--- config.mk ---
export PLATFORM = sky130hd
export DESIGN_NAME = segment_decode_op
export DESIGN_NICKNAME = d
export VERILOG_FILES = /design/src/shared/seg_decode_pkg.sv /design/src/rtl/segment_decode_op.sv
export SDC_FILE = /design/constraint.sdc
export NUM_CORES = 1
export LEC_CHECK = 0
export BUFFER_PORTS_ARGS = -buffer_cell sky130_fd_sc_hd__buf_2
export CAP_MARGIN = 20
export CORE_MARGIN = 3
export CORE_UTILIZATION = 48
export DETAILED_ROUTE_END_ITERATION = 10
export GPL_TIMING_DRIVEN = 0
export PLACE_DENSITY = 0.87
export SLEW_MARGIN = 10
export SYNTH_ARGS = -nofsm -noshare
export SYNTH_HDL_FRONTEND = slang
export SYNTH_SLANG_ARGS = --single-unit
--- constraint.sdc ---
create_clock -name i_mclk -period 1.4 [get_ports i_mclk]
set_input_delay 0.28 -clock i_mclk [delete_from_list [all_inputs] [get_ports i_mclk]]
set_output_delay 0.28 -clock i_mclk [all_outputs]
set_load 0.01 [all_outputs]
--- src/shared/seg_decode_pkg.sv ---
package seg_decode_pkg;
   localparam int          SRC_W       = 16;
   localparam int          DIGIT_W     = 4;
   localparam int          NUM_DIGITS  = 4;
   localparam int          BYTE_W      = 8;
   localparam int          DESIG_W     = 16;
   localparam int          WORD_W      = 16;
   localparam int          BYTES_PER_WORD = 2;
   // Designator fields.
   localparam int          FIRST_LSB   = 0;
   localparam int          COUNT_LSB   = 4;
   localparam int          BYTESEL_LSB = 8;
   localparam int          FIELD_W     = 4;
   localparam logic [3:0]  FIELD_MAX_DIGIT = 4'h3;
   localparam logic [3:0]  FIELD_MAX_SEL   = 4'h1;
   localparam logic [15:0] DESIG_SPARE_MASK = 16'hf000;
   // Four codes that start in an upper byte spread over three destination words.
   localparam int          DEST_WORDS  = 3;
   localparam int          DEST_IDX_W  = 2;
   localparam logic        SEG_TOP_BIT = 1'b0;

   function automatic logic [6:0] hex_to_seg(input logic [3:0] d);
      logic [6:0] s;
      s = 7'h00;
      case (d)
         4'h0: s = 7'h3f;
         4'h1: s = 7'h06;
         4'h2: s = 7'h5b;
         4'h3: s = 7'h4f;
         4'h4: s = 7'h66;
         4'h5: s = 7'h6d;
         4'h6: s = 7'h7d;
         4'h7: s = 7'h27;
         4'h8: s = 7'h7f;
         4'h9: s = 7'h6f;
         4'ha: s = 7'h77;
         4'hb: s = 7'h7c;
         4'hc: s = 7'h39;
         4'hd: s = 7'h5e;
         4'he: s = 7'h79;
         default: s = 7'h71;
      endcase
      return s;
   endfunction : hex_to_seg
endpackage : seg_decode_pkg

--- src/rtl/segment_decode_op.sv ---
`timescale 1ns/10ps
// Summary of operation
// [RULE_01] Convert selected hex digits of source word.
// [RULE_02] Successive digits ascend, wrapping 3 to 0.
// [RULE_03] Codes fill bytes upward into higher words.
// [RULE_04] Untouched byte of a word is kept.
// [RULE_05] Error flag on bad designator, else clear.
// [RULE_06] Segments a-g in bits 0-6, bit7 zero.
// [RULE_07] Digits 0-7 map to documented codes.
// [RULE_08] Digits 8-F map to documented codes.
// [RULE_09] First code lands in selected byte half.
// [RULE_10] Designator: first, count-1, byte select fields.
// [RULE_11] Start pulse; bytes and done within four clocks.

// A request is taken on the clock edge that sees i_start high, with the source word
// and the designator valid on that same edge. The answer stands one clock later:
// o_done and o_dest_byte_we pulse for that single clock, while o_dest_data and
// o_error_flag hold until the next request. Requests may follow on every clock.
//
// The block stores no destination words itself. The requester must apply each
// enabled byte to its own storage on the clock that the enable is high; a byte
// whose enable stays low must be left as it was.
module segment_decode_op #(
   // Digit lanes; the source word always carries exactly this many hex digits.
   parameter int NUM_LANES = seg_decode_pkg::NUM_DIGITS,
   // Byte slots across all destination words.
   parameter int NUM_SLOTS = seg_decode_pkg::DEST_WORDS * seg_decode_pkg::BYTES_PER_WORD
) (
   // Clock and reset
   input  wire logic                                                             i_mclk,
   input  wire logic                                                             i_rst_n,
   // Request
   input  wire logic                                                             i_start,
   input  wire logic [seg_decode_pkg::SRC_W-1:0]                                 i_source,
   input  wire logic [seg_decode_pkg::DESIG_W-1:0]                               i_digit_designator,
   // Result words with per-byte write enables, word 0 is the first destination word
   output logic      [seg_decode_pkg::DEST_WORDS*seg_decode_pkg::WORD_W-1:0]     o_dest_data,
   output logic      [seg_decode_pkg::DEST_WORDS*seg_decode_pkg::BYTES_PER_WORD-1:0] o_dest_byte_we,
   // Completion and status
   output logic                                                                  o_done,
   output logic                                                                  o_error_flag
);
   import seg_decode_pkg::*;

   // A digit position wraps inside POS_W bits, which is what rolls the top digit over to digit 0.
   localparam int POS_W  = $clog2(NUM_LANES);
   localparam int SLOT_W = $clog2(NUM_SLOTS);
   localparam int DATA_W = NUM_SLOTS * BYTE_W;

   // Lanes and slots are tied to fixed port widths, so other values are refused outright.
   generate
      if (NUM_LANES != NUM_DIGITS) begin : g_bad_lanes
         $error("NUM_LANES must equal the number of digits in the source word.");
      end
      if ((NUM_LANES & (NUM_LANES - 1)) != 0) begin : g_bad_pow2
         $error("NUM_LANES must be a power of two for the digit position to wrap.");
      end
      if (NUM_SLOTS != DEST_WORDS * BYTES_PER_WORD) begin : g_bad_slots
         $error("NUM_SLOTS must equal the byte count of the destination words.");
      end
      if (NUM_SLOTS < NUM_LANES + 1) begin : g_short_slots
         $error("NUM_SLOTS must leave room for every lane after an upper-byte start.");
      end
      if (DATA_W != DEST_WORDS * WORD_W) begin : g_bad_data
         $error("The byte slots must fill the destination words exactly.");
      end
      if (FIELD_W < POS_W + 1) begin : g_narrow_field
         $error("FIELD_W is too narrow for the digit position and count fields.");
      end
      if (FIELD_MAX_DIGIT != FIELD_W'(NUM_LANES - 1)) begin : g_bad_max_digit
         $error("FIELD_MAX_DIGIT must name the top digit lane.");
      end
      if (FIELD_MAX_SEL != FIELD_W'(BYTES_PER_WORD - 1)) begin : g_bad_max_sel
         $error("FIELD_MAX_SEL must name the upper byte of a word.");
      end
      if (BYTE_W != $bits(hex_to_seg(4'h0)) + 1) begin : g_bad_code
         $error("BYTE_W must hold the segment bits plus the spare top bit.");
      end
   endgenerate

   // Reset enters asynchronously but leaves on the clock through two flip-flops.
   // Without this, a release close to an edge could let some output flops leave reset a clock
   // before others.
   logic rst_meta_n;
   logic rst_n;

   always_ff @(posedge i_mclk or negedge i_rst_n) begin
      if (!i_rst_n) begin
         rst_meta_n <= 1'b0;
         rst_n      <= 1'b0;
      end else begin
         rst_meta_n <= 1'b1;
         rst_n      <= rst_meta_n;
      end
   end

   // Designator fields; the spare nibble on top must stay clear.
   wire [FIELD_W-1:0] first_digit;
   wire [FIELD_W-1:0] count_m1;
   wire [FIELD_W-1:0] byte_sel;
   wire               first_bad;
   wire               count_bad;
   wire               sel_bad;
   wire               spare_bad;
   wire               desig_bad;
   wire               accept_ok;

   assign first_digit = i_digit_designator[FIRST_LSB +: FIELD_W];                 // see [RULE_10]
   assign count_m1    = i_digit_designator[COUNT_LSB +: FIELD_W];                 // see [RULE_10]
   assign byte_sel    = i_digit_designator[BYTESEL_LSB +: FIELD_W];               // see [RULE_10]
   assign first_bad   = first_digit > FIELD_MAX_DIGIT;                            // see [RULE_05]
   assign count_bad   = count_m1 > FIELD_MAX_DIGIT;                               // see [RULE_05]
   assign sel_bad     = byte_sel > FIELD_MAX_SEL;                                 // see [RULE_05]
   assign spare_bad   = (i_digit_designator & DESIG_SPARE_MASK) != '0;            // see [RULE_05]
   assign desig_bad   = first_bad || count_bad || sel_bad || spare_bad;
   assign accept_ok   = i_start && !desig_bad;

   // Per-lane results. Lane k carries the k-th digit of the run whether or not the count
   // reaches it; lane_used decides later whether it is written.
   wire [NUM_LANES-1:0][BYTE_W-1:0] lane_code;
   wire [NUM_LANES-1:0][SLOT_W-1:0] lane_slot;
   wire [NUM_LANES-1:0]             lane_used;

   for (genvar k = 0; k < NUM_LANES; k++) begin : g_lane
      wire [POS_W-1:0]    pos;
      wire [DIGIT_W-1:0]  nibble;
      wire [BYTE_W-2:0]   segs;

      // The sum is kept to POS_W bits on purpose so that the top digit is followed by digit 0.
      assign pos          = first_digit[POS_W-1:0] + POS_W'(k);                   // see [RULE_02]
      assign nibble       = i_source[pos*DIGIT_W +: DIGIT_W];                     // see [RULE_01]
      assign segs         = hex_to_seg(nibble);                                   // see [RULE_07] see [RULE_08]
      assign lane_code[k] = {SEG_TOP_BIT, segs};                                  // see [RULE_06]
      assign lane_used[k] = FIELD_W'(k) <= count_m1;                              // see [RULE_01]
      // The first lane lands in the selected half of word 0 and later lanes climb from there.
      assign lane_slot[k] = SLOT_W'(byte_sel[0]) + SLOT_W'(k);                    // see [RULE_03] see [RULE_09]
   end

   // Each slot collects the one lane, if any, that points at it.
   // A slot that no lane reaches keeps a low enable, so the requester's copy of that byte survives.
   wire [NUM_SLOTS-1:0][BYTE_W-1:0] slot_code;
   wire [NUM_SLOTS-1:0]             slot_hit;

   for (genvar s = 0; s < NUM_SLOTS; s++) begin : g_slot
      wire  [NUM_LANES-1:0] lane_hit;
      logic [BYTE_W-1:0]    merged;

      for (genvar k = 0; k < NUM_LANES; k++) begin : g_match
         assign lane_hit[k] = lane_used[k] && (lane_slot[k] == SLOT_W'(s));
      end

      // At most one lane hits a slot, so an OR of the masked codes is a clean select.
      always_comb begin
         merged = '0;
         for (int k = 0; k < NUM_LANES; k++) begin
            if (lane_hit[k]) begin
               merged = merged | lane_code[k];
            end
         end
      end

      assign slot_code[s] = merged;
      assign slot_hit[s]  = |lane_hit;                                            // see [RULE_04]
   end

   // What is loaded on an accepted or a refused request.
   wire [DATA_W-1:0]    load_data;
   wire [NUM_SLOTS-1:0] load_we;

   assign load_data = desig_bad ? '0 : slot_code;
   assign load_we   = accept_ok ? slot_hit : '0;                                  // see [RULE_04] see [RULE_05]

   // Done answers every request one clock later, refused ones included, so the
   // requester never has to time out on a bad designator.
   always_ff @(posedge i_mclk or negedge rst_n) begin
      if (!rst_n) begin
         o_done <= 1'b0;
      end else begin
         o_done <= i_start;                                                       // see [RULE_11]
      end
   end

   // Enables stand for one clock only, so a stored result is never written twice
   // when requests pause.
   always_ff @(posedge i_mclk or negedge rst_n) begin
      if (!rst_n) begin
         o_dest_byte_we <= '0;
      end else begin
         o_dest_byte_we <= load_we;                                               // see [RULE_11]
      end
   end

   // Data stands until the next request; a refused request clears it rather than
   // leave codes of an earlier request that could be mistaken for fresh ones.
   always_ff @(posedge i_mclk or negedge rst_n) begin
      if (!rst_n) begin
         o_dest_data <= '0;
      end else if (i_start) begin
         o_dest_data <= load_data;                                                // see [RULE_03]
      end
   end

   // The flag follows every request: set on a refused designator, cleared on a good one.
   always_ff @(posedge i_mclk or negedge rst_n) begin
      if (!rst_n) begin
         o_error_flag <= 1'b0;
      end else if (i_start) begin
         o_error_flag <= desig_bad;                                               // see [RULE_05]
      end
   end
endmodule : segment_decode_op

; ---- Word-level counts from Yosys, hierarchy flattened
; Memories as Yosys holds them, arrays and structs flattened.
; Index checks and enable logic that the tools add are counted.
[totals]
reg_bits = 58
latch_bits = 0
ramBits = 0
romBits = 448
input_bits = 35
out_inout_bits = 56
memories = 4
[memory_table]
columns = name, words, word_bits, rd, rd_clocked_by_memory_dff, write_ports, line
row1 = (no name shown), 16, 7, 1, 0, 0, seg_decode_pkg.sv:25  ; case (d)
row2 = (no name shown), 16, 7, 1, 0, 0, seg_decode_pkg.sv:25
row3 = (no name shown), 16, 7, 1, 0, 0, seg_decode_pkg.sv:25
row4 = (no name shown), 16, 7, 1, 0, 0, seg_decode_pkg.sv:25
[classes]
n_addsub = 6
multipliers = 0
div_mod_pow = 0
order_cmp = 7
eq_ne = 15
n_shift = 4
muxes = 22
bitwise_logic = 14
reduce_logical = 36
[op_table]
columns = operator, n
row1 = 8-bit two-way mux, 14
row2 = 8-bit by 7-bit OR with 8-bit output, 13
row3 = 16-bit by 5-bit variable part select with 4-bit output, 4
row4 = 48-bit two-way mux, 1
row5 = 7-bit two-way mux, 6
row6 = 1-bit logical AND, 21
row7 = 16-bit nonzero test, 1
row8 = "3-bit by 2-bit == test with 1-bit output, second input constant", 4
row9 = "3-bit == test, second input constant", 4
row10 = 3-bit zero test, 4
row11 = 3-bit OR reduction, 4
row12 = "4-bit by 2-bit greater-than comparator with 1-bit output, second input constant", 2
row13 = "1-bit by 4-bit less-or-equal comparator with 1-bit output, first input constant", 2
row14 = "2-bit by 4-bit less-or-equal comparator with 1-bit output, first input constant", 2
row15 = 4-bit OR reduction, 2
row16 = 7-bit OR, 1
row17 = "1-bit by 2-bit adder with 3-bit output, second input constant", 2
row18 = "2-bit by 3-bit == test with 1-bit output, second input constant", 2
row19 = "3-bit by 1-bit == test with 1-bit output, second input constant", 2
row20 = 6-bit two-way mux, 1
row21 = "2-bit adder, second input constant", 2
row22 = "2-bit == test, second input constant", 2
row23 = "4-bit by 1-bit greater-than comparator with 1-bit output, second input constant", 1
row24 = 1-bit logical OR, 3
row25 = 4 further kinds, 4

; ---- Logic depth before layout (Yosys ltp)
[depth]
word_depth = 10
mapped_depth = 11
ltp_nobuf = 9

; ---- Least setup slack after synthesis
; Ideal clock, no wire load.
[synth_path]
path_kind = input-to-reg
start = input i_digit_designator[0] in the netlist's numbering
end = register o_dest_data[11] in the netlist's numbering
arrival_ns = 2.161
t_required_ns = 1.336
path_slack_ns = -0.825
path_stages = 9
path_cell_list = buf_6 -> buf_4 -> mux4_2 -> inv_1 -> ha_1 -> inv_1 -> mux4_2 -> nor3_1 -> a211o_1
[synth_between]
elab_chain_len = 10
elab_cells_between_ends = 23
cone_classes = 3 x add/sub / 1 x order compare / 4 x shift / 5 x mux / 3 x bitwise / 3 x reduce/logical / 4 x memory
[synth_rtl]
columns = element, line
row1 = "start, declared", segment_decode_op.sv:35  ; input wire logic [seg_decode_pkg::DESIG_W-1:0] i_digit_designator,
row2 = 2-bit by 1-bit adder with 2-bit output / 16-bit by 5-bit variable part select with 4-bit output (equally long branches), "segment_decode_op.sv:130, segment_decode_op.sv:131"
row3 = 16-bit by 5-bit variable part select with 4-bit output / memory read 16 x 7 bit (equally long branches), --
row4 = memory read 16 x 7 bit / 7-bit two-way mux (equally long branches), --
row5 = 8-bit by 7-bit OR with 8-bit output, segment_decode_op.sv:157  ; merged = merged | lane_code[k];
row6 = 8-bit two-way mux, segment_decode_op.sv:156  ; if (lane_hit[k]) begin
row7 = 8-bit by 7-bit OR with 8-bit output, segment_decode_op.sv:157
row8 = 8-bit two-way mux, segment_decode_op.sv:156
row9 = 8-bit by 7-bit OR with 8-bit output, segment_decode_op.sv:157
row10 = 8-bit two-way mux, segment_decode_op.sv:156
row11 = 48-bit two-way mux *, segment_decode_op.sv:170  ; assign load_data = desig_bad ? '0 : slot_code;
row12 = "end signal, assigned", segment_decode_op.sv:199  ; o_dest_data <= load_data;
row13 = "end, declared", segment_decode_op.sv:37  ; output logic [seg_decode_pkg::DEST_WORDS*seg_decode_pkg::WORD_W-1:0] o_dest_data,
; Mark *: on every way between the ends. The rest lies on a longest branch, timed or not.
; A chain may end at the register's enable or synchronous reset.

; ---- Worst setup path after layout
[layout_path]
start = input i_digit_designator[0] in the netlist's numbering
end = register o_dest_data[16] in the netlist's numbering
[layout_between]
elab_chain_len = 9
elab_cells_between_ends = 19
cone_classes = 3 x add/sub / 1 x order compare / 3 x shift / 4 x mux / 2 x bitwise / 3 x reduce/logical / 3 x memory
[layout_rtl]
columns = element, line
row1 = 2-bit by 1-bit adder with 2-bit output, segment_decode_op.sv:130  ; assign pos = first_digit[POS_W-1:0] + POS_W'(k);
row2 = 16-bit by 5-bit variable part select with 4-bit output, segment_decode_op.sv:131  ; assign nibble = i_source[pos*DIGIT_W +: DIGIT_W];
row3 = memory read 16 x 7 bit, --
row4 = 7-bit two-way mux, segment_decode_op.sv:156
row5 = 8-bit by 7-bit OR with 8-bit output, segment_decode_op.sv:157
row6 = 8-bit two-way mux, segment_decode_op.sv:156
row7 = 8-bit by 7-bit OR with 8-bit output, segment_decode_op.sv:157
row8 = 8-bit two-way mux, segment_decode_op.sv:156
row9 = 48-bit two-way mux *, segment_decode_op.sv:170
; Marks and branches as above.

==> flow_metrics.tcl <==
set metrics [dict create \
    place_area_um2 4300 \
    rsz0062_at_grt "yes" \
    core_area_um2 6870 \
    drive_above_1_share_pct 61.0 \
    leakage_nw 2.41 \
    numCtsBuffers 5 \
    slew_headroom_pct 27.7 \
    dp_worst_setup_slack_ns -1.13 \
    crit_path_end_kind "flop" \
    yosys.area.top_type_share_pct 32.1 \
    h-tree-depth 2 \
    cpMaxStageDelayCell "mux4_2" \
    synthCells 325 \
    ys_warn_count 0 \
    synthToLayoutAreaGrowth_pct 54.1 \
    dpl.hpwl_mm 6.73 \
    period_minus_slack_ns 2.08 \
    drc_errors 0 \
    violations "setup timing" \
    yosys_most_used_dff "dfrtp_1" \
    antenna_left 0 \
    hold_slack_ns 0.101 \
    ys_seq_area_share_pct 32.1 \
    grt.overflow.total 0 \
    grt_max_degree 32 \
    row_count 30 \
    path_clk_slew_ns 0.08 \
    fillers 402 \
    fin_ws_ns -0.680 \
    fin_cells 563 \
    netlist-cell-type-count 57 \
    grt_pass1_vias 3317 \
    hold_path_class "input pin to flop" \
    cp_max_fo 6 \
    status "finished, violations left" \
    die_w_um 90.5 \
    syn_avg_cell_area_um2 10.5 \
    dr.pass1.iters 5 \
    critical_path_required_ns 1.61 \
    clock_sinks 44 \
    crit_path_start_kind "input pin" \
    final_nets 525 \
    drv_slew 0 \
    crit_arrival_ns 2.29 \
    power_density_nw_per_um2 754 \
    place_congestion 0.880 \
    worstMarginPinSlew_ns 1.08 \
    dieArea_um2 8190 \
    combPwrFrac_pct 46.3 \
    antenna_found_initial 0 \
    worstSetupPathType "input pin to flop" \
    fmax_mhz 481 \
    yosysTopAreaCell "dfrtp_1" \
    ys_seq_elements 44 \
    port_buffers 74 \
    power_switching_mw 1.43 \
    worstPathCellList "buf_8, buf_12, buf_4, mux4_2, inv_4, ha_4, mux2i_1, o22ai_1, a211o_1, o31ai_2" \
    io_pins 91 \
    vias 3480 \
    clockRootBuffer "clkbuf_8" \
    dp_cells 509 \
    final_common_cell "buf_2" \
    diodes 0 \
    swShare_pct 35.9 \
    maxCapViolCount 0 \
    drtIter0Drc 374 \
    fin_area_um2 5280 \
    final_cell_mix "buf_2 (75), buf_4 (44), dfrtp_1 (43), buf_6 (19)" \
    critPathMaxStageDelay_ns 0.46 \
    cts_buffer_depth 2 \
    finalSetupViolCount 35 \
    cts_tree "yes" \
    ys_top_cells_by_area "dfrtp_1 (32%), mux4_2 (11%), ha_1 (8.8%)" \
    wl_per_cell_um 21.7 \
    critPathTopFamily "compound AO/OA/AOI/OAI gates" \
    synth_area_um2 3430 \
    fp.dieH_um 90.5 \
    via_per_inst 6.18 \
    synthArstFlopShare_pct 100 \
    internal_power_mw 2.55 \
    finalWirelength_mm 12.2 \
    grt.total_usage_pct 24.4 \
    insertion_delay_ns 0.31 \
    fin_util_pct 76.9 \
    cp_num_buf_inv 4 \
    fin_worst_skew_ns 0.00651 \
    grt_pass1_wl_mm 16.4 \
    power_frac_seq_pct 32.2 \
    timing.final.crit_share_pct 149 \
    synth_edf_count 0 \
    irDropWorstVdd_mv 0.354 \
    hold_violations 0 \
    clkPwrFrac_pct 21.5 \
    start_util_pct 49.9 \
]
==> power by group through the flow <==
| stage | logic, mW | clock network, mW | registers [mW] |
|---|---|---|---|
| after floorplan | 0.851 | 0 | 1.32 |
| after global placement | 1.08 | 0 | 1.32 |
| after detailed placement | 1.15 | 0 | 1.31 |
| after CTS | 1.50 | 0.830 | 1.28 |
| after global routing | 1.92 | 0.894 | 1.28 |
| final | 1.85 | 0.855 | 1.28 |
==> worst register-to-register path, stage by stage, from the launching register on <==
cell,delay (ns)
dfrtp_1,0.40
a22oi_1,0.26
o21ai_1,0.14
==> cell type report <==
| type | instances | area (µm²) | area share (%) |
|---|---|---|---|
| flip-flops and latches | 44 | 1100 | 20.9 |
| clock buffers | 6 | 82.6 | 1.56 |
| inverters | 24 | 105 | 1.99 |
| plain buffers | 30 | 268 | 5.07 |
| multi-input cells | 237 | 2730 | 51.6 |
| clock inverters | 2 | 10.0 | 0.189 |
| well taps | 96 | 120 | 2.27 |
| repair buffers | 124 | 867 | 16.4 |
==> metal layers <==
metal,vias up,wire (µm),track usage (%)
met5,-,0,0
met4,0,768,11.0
met3,80,1030,3.92
met2,247,5990,41.4
met1,1679,4440,30.5
li1,1474,-,-
==> worst paths after layout <==
check                                            startpoint                     endpoint  slack, ns  cells past startpoint
worst max-delay path                  i_digit_designator[0]  o_dest_data[16]$_DFFE_PN0P_      -0.68                     10
worst min-delay path                                i_start             o_done$_DFF_PN0_       0.10                      1
worst max register to register  o_dest_data[26]$_DFFE_PN0P_  o_dest_data[26]$_DFFE_PN0P_       0.46                      2
worst min register to register              rst_n$_DFF_PN0_  o_dest_data[29]$_DFFE_PN0P_       0.16                      0
max in group asynchronous                   rst_n$_DFF_PN0_   o_dest_data[5]$_DFFE_PN0P_       0.78                      1
min in group asynchronous                   rst_n$_DFF_PN0_  o_dest_data[29]$_DFFE_PN0P_       0.16                      0
==> cell families (layout without fill, tap and decap cells) <==
kind of cell	Yosys count	in the layout	synth area share, %
muxes	43	43	19.8
DFF	44	44	32.1
buffers and inverters	57	186	9.38
other	2	15	0.219
AOI/OAI and AO/OA	89	89	18.6
and+or+nand+nor	62	62	10.1
xor gates and xnor gates	4	4	1.02
adders and majority gates	24	24	8.76
==> synth_stat cells, types with 3 or more instances <==
library cell / count
a22o_1: 3
buf_4: 17
buf_2: 5
mux2_2: 7
nor3_1: 6
nor3_2: 3
buf_6: 5
dfrtp_1: 44
o2bb2ai_1: 12
nand2_1: 14
mux2_1: 4
o21ai_1: 17
ha_1: 24
xnor2_1: 4
a32oi_1: 4
a21oi_1: 4
mux4_2: 17
nor2_1: 10
o21ai_0: 8
inv_1: 23
clkbuf_1: 5
mux2i_1: 13
o31ai_1: 3
a22oi_1: 17
nand3_1: 8
nand2b_1: 4
o22ai_1: 4
==> state kept, by name (all words and copies together), names as in the netlist <==
register,cells
o_dest_data,35
o_dest_byte_we,5
o_done,1
o_error_flag,1
rst_meta_n,1
rst_n,1
==> per-stage QoR <==
stage | setup TNS (ns) | power (mW)
after floorplan | -16.11 | 2.17
after global placement | -39.77 | 2.40
after detailed placement | -29.06 | 2.45
after CTS | -12.57 | 3.61
after global routing | -17.62 | 4.10
final | -16.26 | 3.98
==> timing repair <==
action	CTS	global route
setup endpoints to repair	36	37
setup buffers	34	18
pin swaps	30	31
hold endpoints to repair	2	0
hold buffers	1	0
gates resized for setup	64	51
Note: power is estimated with default switching activity, not from simulation.
